$ cat config.mk
export PLATFORM = sky130hd
export DESIGN_NAME = clock_ctrl
export DESIGN_NICKNAME = d
export VERILOG_FILES = /design/src/logic/clock_ctrl.v /design/src/logic/clock_switch.v
export VERILOG_INCLUDE_DIRS = /design/src /design/src/logic
export SDC_FILE = /design/constraint.sdc
export NUM_CORES = 1
export LEC_CHECK = 0
export BUFFER_PORTS_ARGS = -buffer_cell sky130_fd_sc_hd__buf_2
export CAP_MARGIN = 15
export CORE_MARGIN = 2
export CORE_UTILIZATION = 46
export CTS_CLUSTER_SIZE = 16
export DETAILED_ROUTE_END_ITERATION = 8
export PLACE_DENSITY = 0.74
export SYNTH_ARGS = -nofsm -noshare
export SYNTH_HDL_FRONTEND = slang
export SYNTH_SLANG_ARGS = --single-unit
$ cat constraint.sdc
create_clock -name aclk -period 1.84 [get_ports aclk]
set_input_delay 0.276 -clock aclk [delete_from_list [all_inputs] [get_ports aclk]]
set_output_delay 0.276 -clock aclk [all_outputs]
set_load 0.005 [all_outputs]
$ cat src/logic/clock_ctrl_consts.vh
// Constants for the oscillator stop and clock select block.
// Assumes a 200 MHz aclk and 32-bit AXI4-Lite register access.
`ifndef CLOCK_CTRL_CONSTS_VH
`define CLOCK_CTRL_CONSTS_VH

// Register byte offsets
`define OFS_MAIN_CLOCK_MODE    8'h00
`define OFS_CLOCK_OP_MODE      8'h04
`define OFS_INTERNAL_OSC_MODE  8'h08
`define OFS_MAIN_OSC_CTRL      8'h0c
`define OFS_OSC_STAB_SELECT    8'h10
`define OFS_OSC_STAB_COUNTER   8'h14

// Decoded register indices
`define IDX_MAIN_CLOCK_MODE    3'h0
`define IDX_CLOCK_OP_MODE      3'h1
`define IDX_INTERNAL_OSC_MODE  3'h2
`define IDX_MAIN_OSC_CTRL      3'h3
`define IDX_OSC_STAB_SELECT    3'h4
`define IDX_OSC_STAB_COUNTER   3'h5
`define IDX_NONE               3'h7

// Field positions
`define BIT_SOURCE_SELECT      2
`define BIT_CPU_STATUS         1
`define BIT_MAIN_MODE          0
`define BIT_EXT_ENABLE         7
`define BIT_OSC_MODE           6
`define BIT_HS_STOP            0
`define BIT_LS_STOP            1
`define BIT_HS_STABLE          7
`define BIT_MAIN_OSC_STOP      7
`define STAB_SEL_MSB           2
`define STAB_CNT_MSB           7

// Reset values
`define RST_MAIN_OSC_STOP      1'b1
`define RST_OSC_STAB_SELECT    3'h7

// AXI responses
`define RESP_OKAY              2'b00
`define RESP_SLVERR            2'b10

// Peripheral clock source codes
`define PSRC_INTERNAL          2'h0
`define PSRC_CRYSTAL           2'h1
`define PSRC_EXTERNAL          2'h2

// Timing
`define SWITCH_CYCLES          3'h4
`define CLK_RATE_KHZ           200000
`define LS_RATE_KHZ            240
`define LS_DIV_CYCLES          (`CLK_RATE_KHZ / `LS_RATE_KHZ)

`endif

$ cat src/logic/clock_ctrl.v
// Oscillator stop control and CPU/peripheral clock source selection.
// Assumes AXI4-Lite master on aclk; oscillator and option inputs asynchronous.
`default_nettype none
`include "clock_ctrl_consts.vh"

// Summary of operation
// (RQ1) Stop instruction enters stop, halts internal oscillator
// (RQ2) Software loads stabilization time before crystal stop
// (RQ3) Status bit: 0 internal, 1 system clock
// (RQ4) Writing 1 to stop bit halts internal oscillator
// (RQ5) Software confirms status 1 before internal stop
// (RQ6) Low-speed clock never feeds CPU
// (RQ7) Option chooses always-on or stoppable low-speed
// (RQ8) Low-speed starts at reset, ticks watchdog 240 kHz
// (RQ9) Low-speed stop bit halts, clearing restarts
// (RQ10) Always-on option makes low-speed stop bit inert
// (RQ11) Select bit 2, mode bit 0, external bit 7
// (RQ12) Select 0 forces internal clock everywhere
// (RQ13) Select 1 mode 0: CPU internal, peripherals external; code uses crystal unless external bit 7 set
// (RQ14) Select 1 mode 1: all on system clock
// (RQ15) Reset leaves CPU on internal oscillator
// (RQ16) Software sequence to reach system clock
// (RQ17) Select bit changes once per reset
// (RQ18) Internal stop bit 0, stable flag bit 7
// (RQ19) Switch without runt pulses, status follows mux
module clock_ctrl (
  input  wire        aclk,
  input  wire        aresetn,
  input  wire [7:0]  s_axi_awaddr,
  input  wire        s_axi_awvalid,
  output wire        s_axi_awready,
  input  wire [31:0] s_axi_wdata,
  input  wire [3:0]  s_axi_wstrb,
  input  wire        s_axi_wvalid,
  output wire        s_axi_wready,
  output reg  [1:0]  s_axi_bresp,
  output reg         s_axi_bvalid,
  input  wire        s_axi_bready,
  input  wire [7:0]  s_axi_araddr,
  input  wire        s_axi_arvalid,
  output wire        s_axi_arready,
  output reg  [31:0] s_axi_rdata,
  output reg  [1:0]  s_axi_rresp,
  output reg         s_axi_rvalid,
  input  wire        s_axi_rready,
  input  wire        stop_execute,
  input  wire        wake_event,
  input  wire        ls_option_always_on,
  input  wire        wdt_option_enable,
  input  wire        timer8_ls_select,
  input  wire        hs_osc_ready,
  input  wire [7:0]  osc_stabilization_counter,
  output wire        hs_osc_enable,
  output wire        ls_osc_enable,
  output wire        crystal_osc_enable,
  output wire        external_clock_input_enable,
  output wire        cpu_clock_sel,
  output wire [1:0]  periph_clock_sel,
  output reg         wdt_clock_tick,
  output reg         timer8_clock_tick,
  output reg         stop_mode
);
  localparam integer LS_DIV_FULL = `LS_DIV_CYCLES - 1;
  localparam [9:0]   LS_DIV_LAST = LS_DIV_FULL[9:0];

  // Address decode shared by read and write paths
  function [2:0] reg_index;
    input [7:0] addr;
    begin
      if (addr == `OFS_MAIN_CLOCK_MODE)
        reg_index = `IDX_MAIN_CLOCK_MODE;
      else if (addr == `OFS_CLOCK_OP_MODE)
        reg_index = `IDX_CLOCK_OP_MODE;
      else if (addr == `OFS_INTERNAL_OSC_MODE)
        reg_index = `IDX_INTERNAL_OSC_MODE;
      else if (addr == `OFS_MAIN_OSC_CTRL)
        reg_index = `IDX_MAIN_OSC_CTRL;
      else if (addr == `OFS_OSC_STAB_SELECT)
        reg_index = `IDX_OSC_STAB_SELECT;
      else if (addr == `OFS_OSC_STAB_COUNTER)
        reg_index = `IDX_OSC_STAB_COUNTER;
      else
        reg_index = `IDX_NONE;
    end
  endfunction

  // Control bits
  reg        clock_source_select;
  reg        select_locked;
  reg        main_clock_mode_bit;
  reg        external_clock_enable;
  reg        oscillator_mode_bit;
  reg        hs_osc_stop;
  reg        ls_osc_stop;
  reg        main_osc_stop;
  reg [2:0]  osc_stabilization_time_select;

  // Input synchronisers
  reg [1:0]  sync_wake;
  reg [1:0]  sync_ls_opt;
  reg [1:0]  sync_wdt_opt;
  reg [1:0]  sync_hs_ready;
  reg [7:0]  stab_meta;
  reg [7:0]  stab_second;
  reg [7:0]  stab_third;
  reg [7:0]  stab_sync;

  always @(posedge aclk) begin
    if (!aresetn) begin
      sync_wake     <= 2'h0;
      sync_ls_opt   <= 2'h0;
      sync_wdt_opt  <= 2'h0;
      sync_hs_ready <= 2'h0;
      stab_meta     <= 8'h00;
      stab_second   <= 8'h00;
      stab_third    <= 8'h00;
      stab_sync     <= 8'h00;
    end else begin
      sync_wake     <= {sync_wake[0], wake_event};
      sync_ls_opt   <= {sync_ls_opt[0], ls_option_always_on};
      sync_wdt_opt  <= {sync_wdt_opt[0], wdt_option_enable};
      sync_hs_ready <= {sync_hs_ready[0], hs_osc_ready};
      stab_meta     <= osc_stabilization_counter;
      stab_second   <= stab_meta;
      stab_third    <= stab_second;
      // Counter word taken only when two samples agree
      if (stab_second == stab_third)
        stab_sync   <= stab_second;
    end
  end

  wire wake_s     = sync_wake[1];
  wire ls_always  = sync_ls_opt[1];
  wire wdt_opt    = sync_wdt_opt[1];
  wire hs_ready_s = sync_hs_ready[1];

  // AXI write channel
  reg        aw_held;
  reg [7:0]  aw_addr;
  reg        w_held;
  reg [31:0] w_data;
  reg [3:0]  w_strb;

  assign s_axi_awready = !aw_held && !s_axi_bvalid;
  assign s_axi_wready  = !w_held && !s_axi_bvalid;

  wire       aw_fire = s_axi_awvalid && s_axi_awready;
  wire       w_fire  = s_axi_wvalid && s_axi_wready;
  wire       have_aw = aw_held || aw_fire;
  wire       have_w  = w_held || w_fire;
  wire       do_write = have_aw && have_w && !s_axi_bvalid;
  wire [7:0] wr_addr = aw_held ? aw_addr : s_axi_awaddr;
  wire [31:0] wr_data = w_held ? w_data : s_axi_wdata;
  wire [3:0] wr_strb = w_held ? w_strb : s_axi_wstrb;
  wire [2:0] wr_idx  = reg_index(wr_addr);
  wire       wr_lane = do_write && wr_strb[0];

  always @(posedge aclk) begin
    if (!aresetn) begin
      aw_held      <= 1'b0;
      aw_addr      <= 8'h00;
      w_held       <= 1'b0;
      w_data       <= 32'h00000000;
      w_strb       <= 4'h0;
      s_axi_bvalid <= 1'b0;
      s_axi_bresp  <= `RESP_OKAY;
    end else begin
      if (do_write) begin
        aw_held      <= 1'b0;
        w_held       <= 1'b0;
        s_axi_bvalid <= 1'b1;
        if (wr_idx == `IDX_NONE)
          s_axi_bresp <= `RESP_SLVERR;
        else
          s_axi_bresp <= `RESP_OKAY;
      end else begin
        if (aw_fire) begin
          aw_held <= 1'b1;
          aw_addr <= s_axi_awaddr;
        end
        if (w_fire) begin
          w_held <= 1'b1;
          w_data <= s_axi_wdata;
          w_strb <= s_axi_wstrb;
        end
        if (s_axi_bvalid && s_axi_bready)
          s_axi_bvalid <= 1'b0;
      end
    end
  end

  // Register writes
  wire new_select = wr_data[`BIT_SOURCE_SELECT];
  wire wr_mcm     = wr_lane && (wr_idx == `IDX_MAIN_CLOCK_MODE);

  always @(posedge aclk) begin
    if (!aresetn) begin
      clock_source_select           <= 1'b0; // RQ15
      select_locked                 <= 1'b0;
      main_clock_mode_bit           <= 1'b0;
      external_clock_enable         <= 1'b0;
      oscillator_mode_bit           <= 1'b0;
      hs_osc_stop                   <= 1'b0;
      ls_osc_stop                   <= 1'b0; // RQ8
      main_osc_stop                 <= `RST_MAIN_OSC_STOP;
      osc_stabilization_time_select <= `RST_OSC_STAB_SELECT;
    end else begin
      if (wr_mcm) begin
        main_clock_mode_bit <= wr_data[`BIT_MAIN_MODE]; // RQ11
        if (!select_locked && new_select != clock_source_select) begin
          clock_source_select <= new_select; // RQ17
          select_locked       <= 1'b1; // RQ17
        end
      end
      if (wr_lane && wr_idx == `IDX_CLOCK_OP_MODE) begin
        external_clock_enable <= wr_data[`BIT_EXT_ENABLE]; // RQ11
        oscillator_mode_bit   <= wr_data[`BIT_OSC_MODE];
      end
      if (wr_lane && wr_idx == `IDX_INTERNAL_OSC_MODE) begin
        hs_osc_stop <= wr_data[`BIT_HS_STOP]; // RQ4
        ls_osc_stop <= wr_data[`BIT_LS_STOP]; // RQ9
      end
      if (wr_lane && wr_idx == `IDX_MAIN_OSC_CTRL)
        main_osc_stop <= wr_data[`BIT_MAIN_OSC_STOP];
      if (wr_lane && wr_idx == `IDX_OSC_STAB_SELECT)
        osc_stabilization_time_select <= wr_data[`STAB_SEL_MSB:0];
    end
  end

  // Stop mode: entered by the stop instruction, left on a wake event
  always @(posedge aclk) begin
    if (!aresetn)
      stop_mode <= 1'b0;
    else if (stop_execute)
      stop_mode <= 1'b1; // RQ1
    else if (wake_s)
      stop_mode <= 1'b0;
  end

  // Oscillator enables
  assign hs_osc_enable = !hs_osc_stop && !stop_mode; // RQ1 RQ4
  assign ls_osc_enable = ls_always || !ls_osc_stop; // RQ7 RQ9 RQ10
  wire   hs_sys_run    = oscillator_mode_bit && !main_osc_stop && !stop_mode;
  assign crystal_osc_enable          = hs_sys_run && !external_clock_enable;
  assign external_clock_input_enable = hs_sys_run && external_clock_enable;

  wire hs_osc_stable_flag = hs_ready_s && hs_osc_enable;

  // Requested sources; the low-speed clock has no code here
  reg  [1:0] cpu_request;
  reg  [1:0] periph_request;
  wire [1:0] cpu_current;
  wire [1:0] ext_src = external_clock_enable ? `PSRC_EXTERNAL
                                             : `PSRC_CRYSTAL;

  always @* begin
    if (!clock_source_select) begin
      cpu_request    = 2'h0; // RQ12
      periph_request = `PSRC_INTERNAL; // RQ12
    end else if (!main_clock_mode_bit) begin
      cpu_request    = 2'h0; // RQ13
      periph_request = ext_src; // RQ13
    end else begin
      cpu_request    = 2'h1; // RQ14 RQ6
      periph_request = ext_src; // RQ14
    end
  end

  clock_switch cpu_switch (
    .aclk    (aclk),
    .aresetn (aresetn),
    .request (cpu_request),
    .current (cpu_current),
    .busy    ()
  );

  clock_switch periph_switch (
    .aclk    (aclk),
    .aresetn (aresetn),
    .request (periph_request),
    .current (periph_clock_sel),
    .busy    ()
  );

  assign cpu_clock_sel = cpu_current[0]; // RQ19
  wire cpu_clock_source_status = cpu_current[0]; // RQ3 RQ19

  // Low-speed tick divider; only the watchdog and 8-bit timer take it
  reg [9:0] ls_div;
  wire      ls_wrap = (ls_div == LS_DIV_LAST);

  always @(posedge aclk) begin
    if (!aresetn) begin
      ls_div            <= 10'h000;
      wdt_clock_tick    <= 1'b0;
      timer8_clock_tick <= 1'b0;
    end else begin
      if (!ls_osc_enable || ls_wrap)
        ls_div <= 10'h000;
      else
        ls_div <= ls_div + 10'h001;
      wdt_clock_tick    <= ls_osc_enable && ls_wrap && wdt_opt; // RQ8 RQ6
      timer8_clock_tick <= ls_osc_enable && ls_wrap && timer8_ls_select;
    end
  end

  // AXI read channel
  reg [31:0] rd_word;
  wire [2:0] rd_idx = reg_index(s_axi_araddr);
  assign s_axi_arready = !s_axi_rvalid;

  always @* begin
    rd_word = 32'h00000000;
    if (rd_idx == `IDX_MAIN_CLOCK_MODE) begin
      rd_word[`BIT_SOURCE_SELECT] = clock_source_select;
      rd_word[`BIT_CPU_STATUS]    = cpu_clock_source_status; // RQ3
      rd_word[`BIT_MAIN_MODE]     = main_clock_mode_bit;
    end else if (rd_idx == `IDX_CLOCK_OP_MODE) begin
      rd_word[`BIT_EXT_ENABLE] = external_clock_enable;
      rd_word[`BIT_OSC_MODE]   = oscillator_mode_bit;
    end else if (rd_idx == `IDX_INTERNAL_OSC_MODE) begin
      rd_word[`BIT_HS_STABLE] = hs_osc_stable_flag; // RQ18
      rd_word[`BIT_LS_STOP]   = ls_osc_stop;
      rd_word[`BIT_HS_STOP]   = hs_osc_stop; // RQ18
    end else if (rd_idx == `IDX_MAIN_OSC_CTRL) begin
      rd_word[`BIT_MAIN_OSC_STOP] = main_osc_stop;
    end else if (rd_idx == `IDX_OSC_STAB_SELECT) begin
      rd_word[`STAB_SEL_MSB:0] = osc_stabilization_time_select;
    end else if (rd_idx == `IDX_OSC_STAB_COUNTER) begin
      rd_word[`STAB_CNT_MSB:0] = stab_sync;
    end
  end

  always @(posedge aclk) begin
    if (!aresetn) begin
      s_axi_rvalid <= 1'b0;
      s_axi_rdata  <= 32'h00000000;
      s_axi_rresp  <= `RESP_OKAY;
    end else if (s_axi_arvalid && s_axi_arready) begin
      s_axi_rvalid <= 1'b1;
      s_axi_rdata  <= rd_word;
      if (rd_idx == `IDX_NONE)
        s_axi_rresp <= `RESP_SLVERR;
      else
        s_axi_rresp <= `RESP_OKAY;
    end else if (s_axi_rvalid && s_axi_rready) begin
      s_axi_rvalid <= 1'b0;
    end
  end
endmodule // clock_ctrl

`default_nettype wire

$ cat src/logic/clock_switch.v
// Glitch-free source switch: moves the selected source after a settle time.
// Assumes request comes from logic on aclk.
`default_nettype none
`include "clock_ctrl_consts.vh"

module clock_switch (
  input  wire       aclk,
  input  wire       aresetn,
  input  wire [1:0] request,
  output reg  [1:0] current,
  output wire       busy
);
  reg [2:0] settle;

  assign busy = (request != current);

  // Old source is held until the settle count ends, then swapped at once
  always @(posedge aclk) begin
    if (!aresetn) begin
      current <= 2'h0;
      settle  <= 3'h0;
    end else if (request == current) begin
      settle <= 3'h0;
    end else if (settle == `SWITCH_CYCLES - 3'h1) begin
      current <= request; // RQ19
      settle  <= 3'h0;
    end else begin
      settle <= settle + 3'h1;
    end
  end
endmodule // clock_switch

`default_nettype wire

After elaboration in Yosys (flattened, before gate mapping)
Cells that the tools add are included.

Register bits after elaboration: 107. Bits of input ports: 73. Output and inout port bits: 51.

$add $sub $neg: 3. Equality and inequality tests: 28. Muxes and demuxes: 48. Bitwise operators: 4. Reduce and logical (&&, ||, !) cells: 56.

Operators with widths (count): $mux 8 (8); $mux 5 (7); $eq 8x4->1 const B (4); $eq 8x5->1 const B (4); $mux 3 (10); $logic_and 1x1->1 (25); $mux 2 (10); $eq 3x2->1 const B (6); $eq 8x3->1 const B (2); $logic_not 8->1 (2); $eq 3x3->1 const B (5); $logic_not 1->1 (11); $mux 1 (11); $add 10x1->10 const B (1); $eq 10x10->1 const B (1); $reduce_and 2->1 (5); $eq 8x8->1 (1); $mux 7 (1); $add 3x1->3 const B (2); $eq 3x1->1 const B (2); $logic_not 3->1 (2); $mux 6 (1); $reduce_bool 2->1 (3); $reduce_or 3->1 (2); other kinds (6) (13).

Depth between registers and ports, before layout
Gate-level depths: netlist of the first run.

Depth in word-level cells: 23. Gate-level depth with buffers: 7.

Modules after synthesis
Synthesis of the first run repeated with hierarchy kept, for this count alone.

Cell total of the unflattened synthesis: 460. Area total of the unflattened synthesis: 4366.7 um^2.

By module, submodules not included: clock_ctrl (times used 1, cells each 420, area an instance 3936.3 um^2); clock_switch (times used 2, cells each 20, area an instance 215.2 um^2).

Worst setup path after synthesis of the first run
OpenSTA, ideal clock, no wires.

Path type: flip-flop to flip-flop. Start: register aw_held. End: register external_clock_enable. Library setup time: 0.118 ns. Arrival: 1.807 ns. Path slack: -0.085 ns. Stages on the path, launching flop included: 7. Buffers on the path: 1. Period minus slack after synthesis: 1.925 ns. Path through: dfxtp_1 -> buf_2 -> mux2_2 -> a221oi_4 -> nand2_2 -> or3b_4 -> mux2i_1.

Cells in the longest elaborated chain, start to end: 10. Elaborated cells between the ends (all ways): 22.

Ends and longest elaborated chain: start, declared (RTL line clock_ctrl.v:138) `reg aw_held;`; start signal, assigned (RTL line clock_ctrl.v:160) `aw_held <= 1'b0;`; start signal, assigned (RTL line clock_ctrl.v:169) `aw_held <= 1'b0;`; start signal, assigned (RTL line clock_ctrl.v:178) `aw_held <= 1'b1;`; $mux 8 (RTL line clock_ctrl.v:152) `wire [7:0] wr_addr = aw_held ? aw_addr : s_axi_awaddr;`; $eq 8x5->1 (no source line); $mux 2 (RTL line clock_ctrl.v:80) `` else if (addr == `OFS_OSC_STAB_COUNTER) ``; $mux 2 (RTL line clock_ctrl.v:78) `` else if (addr == `OFS_OSC_STAB_SELECT) ``; $mux 3 (RTL line clock_ctrl.v:76) `` else if (addr == `OFS_MAIN_OSC_CTRL) ``; $mux 3 (RTL line clock_ctrl.v:74) `` else if (addr == `OFS_INTERNAL_OSC_MODE) ``; $mux 3 (RTL line clock_ctrl.v:72) `` else if (addr == `OFS_CLOCK_OP_MODE) ``; $mux 3 (RTL line clock_ctrl.v:70) `` if (addr == `OFS_MAIN_CLOCK_MODE) ``; $eq 3x1->1 (no source line); $logic_and 1x1->1 (no source line) (*); end signal, assigned (RTL line clock_ctrl.v:216) `` external_clock_enable <= wr_data[`BIT_EXT_ENABLE]; ``; end, declared (RTL line clock_ctrl.v:91) `reg external_clock_enable;`.

Mark *: on every way between the ends. The rest lies on a longest branch, timed or not. A chain may end at the register's enable or synchronous reset.

Worst setup path in the final report of the first run
Start: register aw_addr[7]. End: register ls_osc_stop.

Cells in the longest elaborated chain, start to end: 10. Elaborated cells between the ends (all ways): 15.

Ends and longest elaborated chain: start, declared (RTL line clock_ctrl.v:139) `reg [7:0] aw_addr;`; start signal, assigned (RTL line clock_ctrl.v:179) `aw_addr <= s_axi_awaddr;`; $mux 8 (*) (RTL line clock_ctrl.v:152); $eq 8x5->1 (no source line); $mux 2 (RTL line clock_ctrl.v:80); $mux 2 (RTL line clock_ctrl.v:78); $mux 3 (RTL line clock_ctrl.v:76); $mux 3 (RTL line clock_ctrl.v:74); $mux 3 (RTL line clock_ctrl.v:72); $mux 3 (*) (RTL line clock_ctrl.v:70); $eq 3x2->1 (no source line) (*); $logic_and 1x1->1 (no source line) (*); end signal, assigned (RTL line clock_ctrl.v:221) `` ls_osc_stop <= wr_data[`BIT_LS_STOP]; ``; end, declared (RTL line clock_ctrl.v:94) `reg ls_osc_stop;`.

Marks and branches as above.

==> out/results.ini, run 1 <==
[status]
status = finished, violations left
violations = setup timing

[detailed_routing]
wl_per_cell_um = 12.42
firstDrtPassIters = 4
antenna_left = 0
vias = 3131
drc = 0
initialDrtViolationCount = 111
wl_um = 7959
vias_per_cell = 4.885

[die]
num_rows = 35
start_util_pct = 46.72
io_pins = 124
die_w_um = 99.96
core_um2 = 9065
dieArea_um2 = 9991
die_h_um = 99.96

[finish]
final_cell_mix = 99 x dfxtp_1, 67 x buf_2, 50 x nor2_1
antenna_cells = 0
stdcell_count = 641
final_common_cell = dfxtp_1
fin_nets = 604
drive_gt1_share_pct = 24.72
finalInstanceArea_um2 = 4972
synthToLayoutAreaGrowth_pct = 17.40

[yosys]
syn_area_per_cell_um2 = 9.561
synth-simple-area-share_pct = 21.71
synthFlopType = dfxtp_1
synthCells = 443
synth_xor_area_share_pct = 3.722
ys_seq_area_share_pct = 47.74
synthArstFlopShare_pct = 0
synth-edff-count = 0
synthAdderAreaFrac_pct = 1.773
yosys_warnings = 0
synthMuxAreaShare_pct = 10.69
ys_types = 50
synth_top_family_by_area = simple AND/OR/NAND/NOR gates
yosys_register_bits = 101
syn-cell-area_um2 = 4235
synth_compound_area_share_pct = 6.883

[timing]
drv_slew = 0
rsz0062_at_grt = yes
setup-violations-final = 11
skew_ns = 0.01377
finalCritPeriodShare_pct = 108.3
timing.final.ws_setup_ns = -0.1533
finalHoldViolations = 0
fmax_ghz = 0.5017
min_period_ns = 1.993

[power_and_ir_drop]
power.density_nw_per_um2 = 877.7
peakVddDrop_uv = 532.3
p_leak_nw = 2.324
power_mw = 4.364

[hold_path]
worstHoldStart = s_axi_rready
hold_path.class = in -> reg

[setup_path]
crit_start = aw_addr[7]$_SDFFE_PN0P_
crit_family = simple AND/OR/NAND/NOR gates
cp.arrival_ns = 2.29
crit_buf_inv = 0
critPathMaxStageDelay_ns = 0.57
cp-start-kind = flop
critPathCaptureType = flop
path_cells = or4b_4 -> a221oi_4 -> nand2_2 -> or3b_4 -> mux2i_1
worstPathMaxFanout = 4
required_ns = 2.13
critPathKind = reg -> reg
cp_slowest_cell = or4b_4
r2r_start = aw_addr[7]$_SDFFE_PN0P_

[placed_design]
place_inst = 623
gp_congestion = 0.7716
place_area_um2 = 4698
hpwl_um = 5909
io_buffers = 67

[clocking]
cts_root_buf = clkbuf_8
clk_pin_slew_ns = 0.11
cts_buffers = 9
clockBufferDepth = 2
cts_tree = built
clk-insertion-delay-late_ns = 0.37
cts_sinks = 101
cts.hold.buffers_added = 0
cts.htree.levels = 3

[grt]
grt_pass1_vias = 2906
grt-ovfl-total = 0
grt_util_all_layers_pct = 16.38
antenna_found_initial = 0
grt_max_degree = 37
grt_pass1_wl_um = 13140

[flow_run]
cap_violations = 0

==> cell type report <==
type                            count  area (µm²)
Tap cell                          111       138.9
Inverter                           13       48.80
Multi-Input combinational cell    310        2007
Clock buffer                        9       123.9
Fill cell                         821        4093
Timing Repair Buffer               90       511.7
Clock inverter                      7       115.1
Sequential cell                   101        2027
==> flip-flops by register name, indices dropped and copies added (netlist names), 2 cells and up <==
name	count
cpu_switch.settle	3
periph_switch.current	2
s_axi_rdata	8
w_data	5
stab_meta	8
periph_switch.settle	3
sync_hs_ready	2
stab_sync	8
aw_addr	8
stab_second	8
osc_stabilization_time_select	3
ls_div	10
sync_wake	2
stab_third	8
sync_wdt_opt	2
sync_ls_opt	2
==> logic make-up after synthesis <==
family,count (synthesis)
flip-flops,101
multiplexers,44
AND/OR/NAND/NOR,174
XOR/XNOR,18
adder cells (fa/ha/maj),6
other,1
AO/OA/AOI/OAI,42
buffers and inverters,57
==> through the flow <==
step                      utilization, %  setup slack [ns]  hold slack, ns  TNS [ns]
after floorplan                        -          -0.06220          0.3750   -0.2488
after global routing               54.85           -0.2331         0.09374    -2.030
after global placement             51.83           -0.2023          0.4070    -1.641
after CTS                          54.70           -0.1734         0.07567    -1.223
final                              54.85           -0.1533         0.08532    -1.031
after detailed placement           51.83           -0.2557          0.4177    -2.057
==> power breakdown <==
| part | switching [mW] | total (mW) | internal, mW |
|---|---|---|---|
| combinational | 0.227 | 0.438 | 0.211 |
| sequential | 0.0478 | 2.31 | 2.26 |
| clock | 0.819 | 1.62 | 0.800 |
==> cell usage after synthesis (2+ instances only) <==
cell,number,share of area [%]
a21oi_1,18,2.1
a221oi_4,2,1.2
a31oi_1,2,0.30
and2_1,35,5.2
and3_1,3,0.44
buf_4,26,4.6
clkbuf_1,17,1.5
dfxtp_1,101,48
ha_1,6,1.8
inv_1,12,1.1
mux2_2,10,2.7
mux2i_1,34,8.0
nand2_1,26,2.3
nand2b_1,7,1.0
nand3_1,16,1.9
nand3b_1,5,0.89
nand4_1,3,0.44
nand4b_1,2,0.41
nor2_1,50,4.4
nor3_1,9,1.1
nor4_1,3,0.44
nor4b_1,2,0.41
o21ai_0,7,0.83
o21ai_1,2,0.24
o31ai_1,2,0.35
or3_1,2,0.30
or3b_4,2,0.53
xnor2_1,5,1.0
xor2_1,13,2.7
==> path summary, 6_finish.rpt <==
check | endpoint | cells past startpoint | slack [ns]
worst min-delay path | s_axi_rvalid$_SDFFE_PN0P_ | 2 | 0.09
worst max register to register | ls_osc_stop$_SDFFE_PN0P_ | 5 | -0.15
worst min register to register | cpu_switch.settle[0]$_SDFF_PP0_ | 1 | 0.43
worst max-delay path | ls_osc_stop$_SDFFE_PN0P_ | 5 | -0.15
==> metal layers <==
| metal | GRT usage (%) | up-vias | wire (µm) |
|---|---|---|---|
| li1 | - | 1604 | - |
| met1 | 19.75 | 1456 | 3598 |
| met2 | 28.74 | 62 | 3938 |
| met3 | 4.526 | 9 | 335 |
| met4 | 4.531 | 0 | 87 |
| met5 | 0 | - | 0 |
==> timing repair <==
item                                    4_1_cts  5_1_grt
pin swaps                                    10        6
setup buffers                                 1        1
gates cloned                                  0        0
gates resized for setup                       4        2
endpoints found under the setup margin       11       11
(Power assumes the default switching activity.)
==> inputs of run 2 (changes only) <==
--- a/config.mk
+++ b/config.mk
@@ -8,9 +8,10 @@
 export LEC_CHECK = 0
-export BUFFER_PORTS_ARGS = -buffer_cell sky130_fd_sc_hd__buf_2
 export CAP_MARGIN = 15
 export CORE_MARGIN = 2
-export CORE_UTILIZATION = 46
+export CORE_UTILIZATION = 55
 export CTS_CLUSTER_SIZE = 16
 export DETAILED_ROUTE_END_ITERATION = 8
-export PLACE_DENSITY = 0.74
+export DONT_BUFFER_PORTS = 1
+export MAX_ROUTING_LAYER = met4
+export PLACE_DENSITY = 0.72
 export SYNTH_ARGS = -nofsm -noshare
==> constraint.sdc (replaced) <==
create_clock -name aclk -period 1.84 [get_ports aclk]
set_input_delay 0.368 -clock aclk [delete_from_list [all_inputs] [get_ports aclk]]
set_output_delay 0.368 -clock aclk [all_outputs]
set_load 0.005 [all_outputs]
==> out/results.ini, run 2 (synthesis gave the netlist of run 1 again) <==
[detailed_routing]
wl_um = 7616
firstDrtPassIters = 4
wl_per_cell_um = 13.58
vias = 2864
drc = 0
antenna_left = 0
vias_per_cell = 5.105
initialDrtViolationCount = 92

[power_and_ir_drop]
peakVddDrop_uv = 547.0
power.density_nw_per_um2 = 874.9
p_leak_nw = 2.018

[die]
core_um2 = 7370
dieArea_um2 = 8418
io_pins = 124
die_h_um = 91.75
die_w_um = 91.75
num_rows = 31
start_util_pct = 57.47

[finish]
final_common_cell = dfxtp_1
largest_reg_flops = 10
fin_nets = 536
stdcell_count = 561
fin_util_pct = 62.33
antenna_cells = 0
synthToLayoutAreaGrowth_pct = 8.449
largest_register = ls_div
drive_gt1_share_pct = 13.85
final_cell_mix = 99 x dfxtp_1, 50 x nor2_1, 35 x and2_1
fillers = 660
finalInstanceArea_um2 = 4593

[grt]
grt_pass1_vias = 2777
antenna_found_initial = 0
grt_max_degree = 58
grt-ovfl-total = 0
grt_pass1_wl_um = 12990
grt_util_all_layers_pct = 19.73

[clocking]
clk_pin_slew_ns = 0.10
cts_sinks = 101
clockBufferDepth = 2
clk-insertion-delay-late_ns = 0.37
cts_root_buf = clkbuf_8
cts_buffers = 9
cts_tree = built
cts.htree.levels = 3

[setup_path]
reg2regPathDepth = 5
required_ns = 2.10
cp-start-kind = flop
critPathKind = reg -> reg
cp.arrival_ns = 2.31
worstPathMaxFanout = 4
regToRegSetupSlack_ns = -0.21
r2r_end = ls_osc_stop$_SDFFE_PN0P_
r2r_start = aw_addr[5]$_SDFFE_PN0P_
critPathCaptureType = flop

[placed_design]
hpwl_um = 5395
place_area_um2 = 4314
place_inst = 538
gp_congestion = 0.7752
io_buffers = 0

[timing]
drv_slew = 0
skew_ns = 0.008510
setup-violations-final = 11
worst_slew_pin_slew_ns = 0.6759
fmax_ghz = 0.4869
min_period_ns = 2.054
setup_tns_ns = -1.360
finalCritPeriodShare_pct = 111.6
timing.final.ws_setup_ns = -0.2137
slew_headroom_pct = 54.85
rsz0062_at_grt = yes
hold_ws_ns = 0.08447
finalHoldViolations = 0

[hold_path]
min_path_cells = 1
hold_path.class = in -> reg
holdPathEnd = osc_stabilization_time_select[0]$_SDFFE_PN1P_
worstHoldStart = aresetn

[status]
status = finished, violations left
violations = setup timing

[flow_run]
cap_violations = 0

==> run 2: changes by cell type in the layout (fill, tap and decap cells not counted), sizes merged <==
cell	delta
buf	-68
bufinv	-2
clkinv	+2
clkinvlp	-1
inv	+1
==> run 2: worst max path at each step <==
stage,start,to,slack [ns],cells after the start
3_3_place_gp,aw_held$_SDFFE_PP0P_,hs_osc_stop$_SDFFE_PN0P_,-0.17,5
6_report,aw_addr[5]$_SDFFE_PN0P_,ls_osc_stop$_SDFFE_PN0P_,-0.21,5
2_1_floorplan,s_axi_awaddr[5],hs_osc_stop$_SDFFE_PN0P_,-0.1,5
3_5_place_dp,aw_held$_SDFFE_PP0P_,ls_osc_stop$_SDFFE_PN0P_,-0.21,5
4_1_cts,aw_addr[5]$_SDFFE_PN0P_,ls_osc_stop$_SDFFE_PN0P_,-0.17,5
5_1_grt,aw_addr[5]$_SDFFE_PN0P_,clock_source_select$_SDFFE_PN0P_,-0.26,7
==> run 2: layer usage <==
metal	global-route usage (%)	vias to the layer above	share of wire, %
met5	-	-	0
met4	4.478	0	0.92
met3	7.149	6	6.2
li1	-	1469	-
met1	24.61	1321	45
met2	30.88	68	48
==> run 2: cell type report <==
| type | instances | area, µm² | area share [%] |
|---|---|---|---|
| Sequential cell | 101 | 2027 | 44.13 |
| Multi-Input combinational cell | 310 | 2012 | 43.80 |
| Timing Repair Buffer | 22 | 181.4 | 3.950 |
| Clock buffer | 9 | 123.9 | 2.697 |
| Tap cell | 99 | 123.9 | 2.697 |
| Clock inverter | 7 | 76.32 | 1.662 |
| Inverter | 13 | 48.80 | 1.062 |
==> run 2: power breakdown <==
part / switching [mW] / internal, mW / leakage, nW
sequential: 0.0513 / 2.26 / 0.825
clock: 0.830 / 0.541 / 0.103
combinational: 0.174 / 0.163 / 1.09
==> run 2: per-stage QoR <==
step / setup slack [ns] / total power [mW]
after global placement: -0.1740 / 2.680
after detailed placement: -0.2108 / 2.689
after CTS: -0.1733 / 4.054
after global routing: -0.2647 / 4.200
after floorplan: -0.09911 / 2.669
final: -0.2137 / 4.018
==> run 2: worst max-delay path, cell delays in order, from the launching register on <==
cell and delay (ns):
dfxtp_2 0.34, or4b_4 0.57, a221oi_4 0.33, nand2_2 0.13
or3b_4 0.42, mux2i_2 0.16
==> run 2: repair_timing <==
item,4_1_cts,5_1_grt
pin swaps,6,7
buffers inserted,5,2
cloned,0,0
gates resized for setup,4,4
endpoints found under the setup margin,11,11
hold buffers,0,0
==> inputs of run 3 (changes only) <==
==> constraint.sdc (replaced) <==
create_clock -name aclk -period 1.84 [get_ports aclk]
set_input_delay 0.184 -clock aclk [delete_from_list [all_inputs] [get_ports aclk]]
set_output_delay 0.184 -clock aclk [all_outputs]
set_load 0.005 [all_outputs]
==> out/results.ini, run 3 (synthesis gave the netlist of run 1 again) <==
[status]
status = finished, violations left
violations = setup timing

[timing]
finalCritPeriodShare_pct = 106.1
finalHoldViolations = 0
min_period_ns = 1.952
drv_slew = 0
slew_headroom_pct = 64.89
fmax_ghz = 0.5122
rsz0062_at_grt = yes
skew_ns = 0.01360
setup-violations-final = 7
worst_slew_pin_slew_ns = 0.5193
timing.final.ws_setup_ns = -0.1125
setup_tns_ns = -0.6061

[clocking]
clockBufferDepth = 2
cts_buffers = 9
cts_tree = built
cts.htree.levels = 3
cts_root_buf = clkbuf_8
clk-insertion-delay-late_ns = 0.36
cts_sinks = 101
clk_pin_slew_ns = 0.10

[setup_path]
required_ns = 2.08
cp.arrival_ns = 2.19
cp-start-kind = flop
reg2regPathDepth = 5
crit_start = aw_addr[7]$_SDFFE_PN0P_
cp_slowest_cell = or4b_4
critPathCaptureType = flop
worstPathMaxFanout = 4
cp-endpoint = external_clock_enable$_SDFFE_PN0P_
r2r_end = external_clock_enable$_SDFFE_PN0P_
critPathMaxStageDelay_ns = 0.57
critPathKind = reg -> reg
r2r_start = aw_addr[7]$_SDFFE_PN0P_
regToRegSetupSlack_ns = -0.11
path_cells = or4b_4 -> a221oi_4 -> nand2_2 -> or3b_4 -> mux2i_1

[die]
dieArea_um2 = 8418
die_h_um = 91.75
io_pins = 124
core_um2 = 7370
die_w_um = 91.75
start_util_pct = 57.47
num_rows = 31

[detailed_routing]
firstDrtPassIters = 4
vias = 3003
initialDrtViolationCount = 131
antenna_left = 0
drc = 0
vias_per_cell = 5.081
wl_um = 7937
wl_per_cell_um = 13.43

[power_and_ir_drop]
peakVddDrop_uv = 556.1
power.density_nw_per_um2 = 833.7
p_leak_nw = 2.141

[finish]
regArea_um2 = 2026
antenna_cells = 0
largest_register = ls_div
final_common_cell = dfxtp_1
synthToLayoutAreaGrowth_pct = 15.72
drive_gt1_share_pct = 11.79
fin_nets = 566
multiInputGateArea_um2 = 2017
finalInstanceArea_um2 = 4901
final_cell_mix = 100 x dfxtp_1, 50 x nor2_1, 35 x and2_1
fillers = 603
largest_reg_flops = 10

[placed_design]
gp_congestion = 0.8543
place_area_um2 = 4303
io_buffers = 0
hpwl_um = 5556

[grt]
antenna_found_initial = 0
grt_max_degree = 55
grt_pass1_wl_um = 13530
grt_pass1_vias = 2937
grt_util_all_layers_pct = 20.51
grt-ovfl-total = 0

[flow_run]
cap_violations = 0

[hold_path]
hold_path.class = in -> reg

run 3: per-layer routing:
metal / global-route usage (%) / vias to the layer above / share of wire (%)
met4: 6.343 / 0 / 1.2
met1: 25.82 / 1393 / 45
met2: 32.48 / 75 / 48
met3: 5.423 / 8 / 5.5
met5: - / - / 0
li1: - / 1527 / -
run 3: worst min path at each step:
| stage | endpoint | depth (start not counted) | startpoint | slack (ns) |
|---|---|---|---|---|
| 2_1_floorplan | s_axi_rvalid$_SDFFE_PN0P_ | 1 | s_axi_rready | 0.28 |
| 6_report | periph_switch.settle[1]$_SDFF_PP0_ | 2 | aresetn | 0.02 |
| 5_1_grt | periph_switch.settle[1]$_SDFF_PP0_ | 2 | aresetn | 0.03 |
| 3_5_place_dp | osc_stabilization_time_select[2]$_SDFFE_PN1P_ | 1 | aresetn | 0.25 |
| 3_3_place_gp | osc_stabilization_time_select[2]$_SDFFE_PN1P_ | 1 | aresetn | 0.25 |
| 4_1_cts | periph_switch.settle[1]$_SDFF_PP0_ | 2 | aresetn | 0.005 |
run 3: final cells by class:
cell class	count	area share, %
sequential	101	41.33
multi-input combinational	310	41.15
timing repair buffer	52	9.957
clock buffer	9	2.527
tap	99	2.527
clock inverter	7	1.506
inverter	13	0.9957
run 3: where the power goes:
| group | total, mW | leakage (nW) | switching (mW) | internal [mW] |
|---|---|---|---|---|
| Sequential | 2.31 | 0.824 | 0.0524 | 2.26 |
| Clock | 1.36 | 0.101 | 0.826 | 0.534 |
| Combinational | 0.414 | 1.22 | 0.202 | 0.212 |
| Total | 4.09 | 2.14 | 1.08 | 3.01 |
run 3: timing repair:
item                                    CTS  global route
hold buffers                             35             0
pin swaps                                10             3
endpoints found under the setup margin   11            11
hold endpoints to repair                 68             0
buffers inserted                          0             2
resized for setup                         4             1
run 3: metrics by stage:
stage	cells	setup slack, ns	hold slack (ns)	total power, mW	util, %
floorplan	468	-0.06220	0.2830	2.671	-
global placement	538	-0.1212	0.2522	2.682	58.39
detailed placement	538	-0.1665	0.2546	2.694	58.39
CTS	589	-0.1529	0.004570	4.129	66.23
global route	591	-0.2188	0.02728	4.302	66.50
finish	591	-0.1125	0.01950	4.086	66.50
run 3: critical path, delay by kind of cell (launching register included):
kind | cells | cell delay, ns
AND/OR/NAND/NOR | 3 | 1.08
flip-flops | 1 | 0.33
AO/OA/AOI/OAI | 1 | 0.30
multiplexers | 1 | 0.13
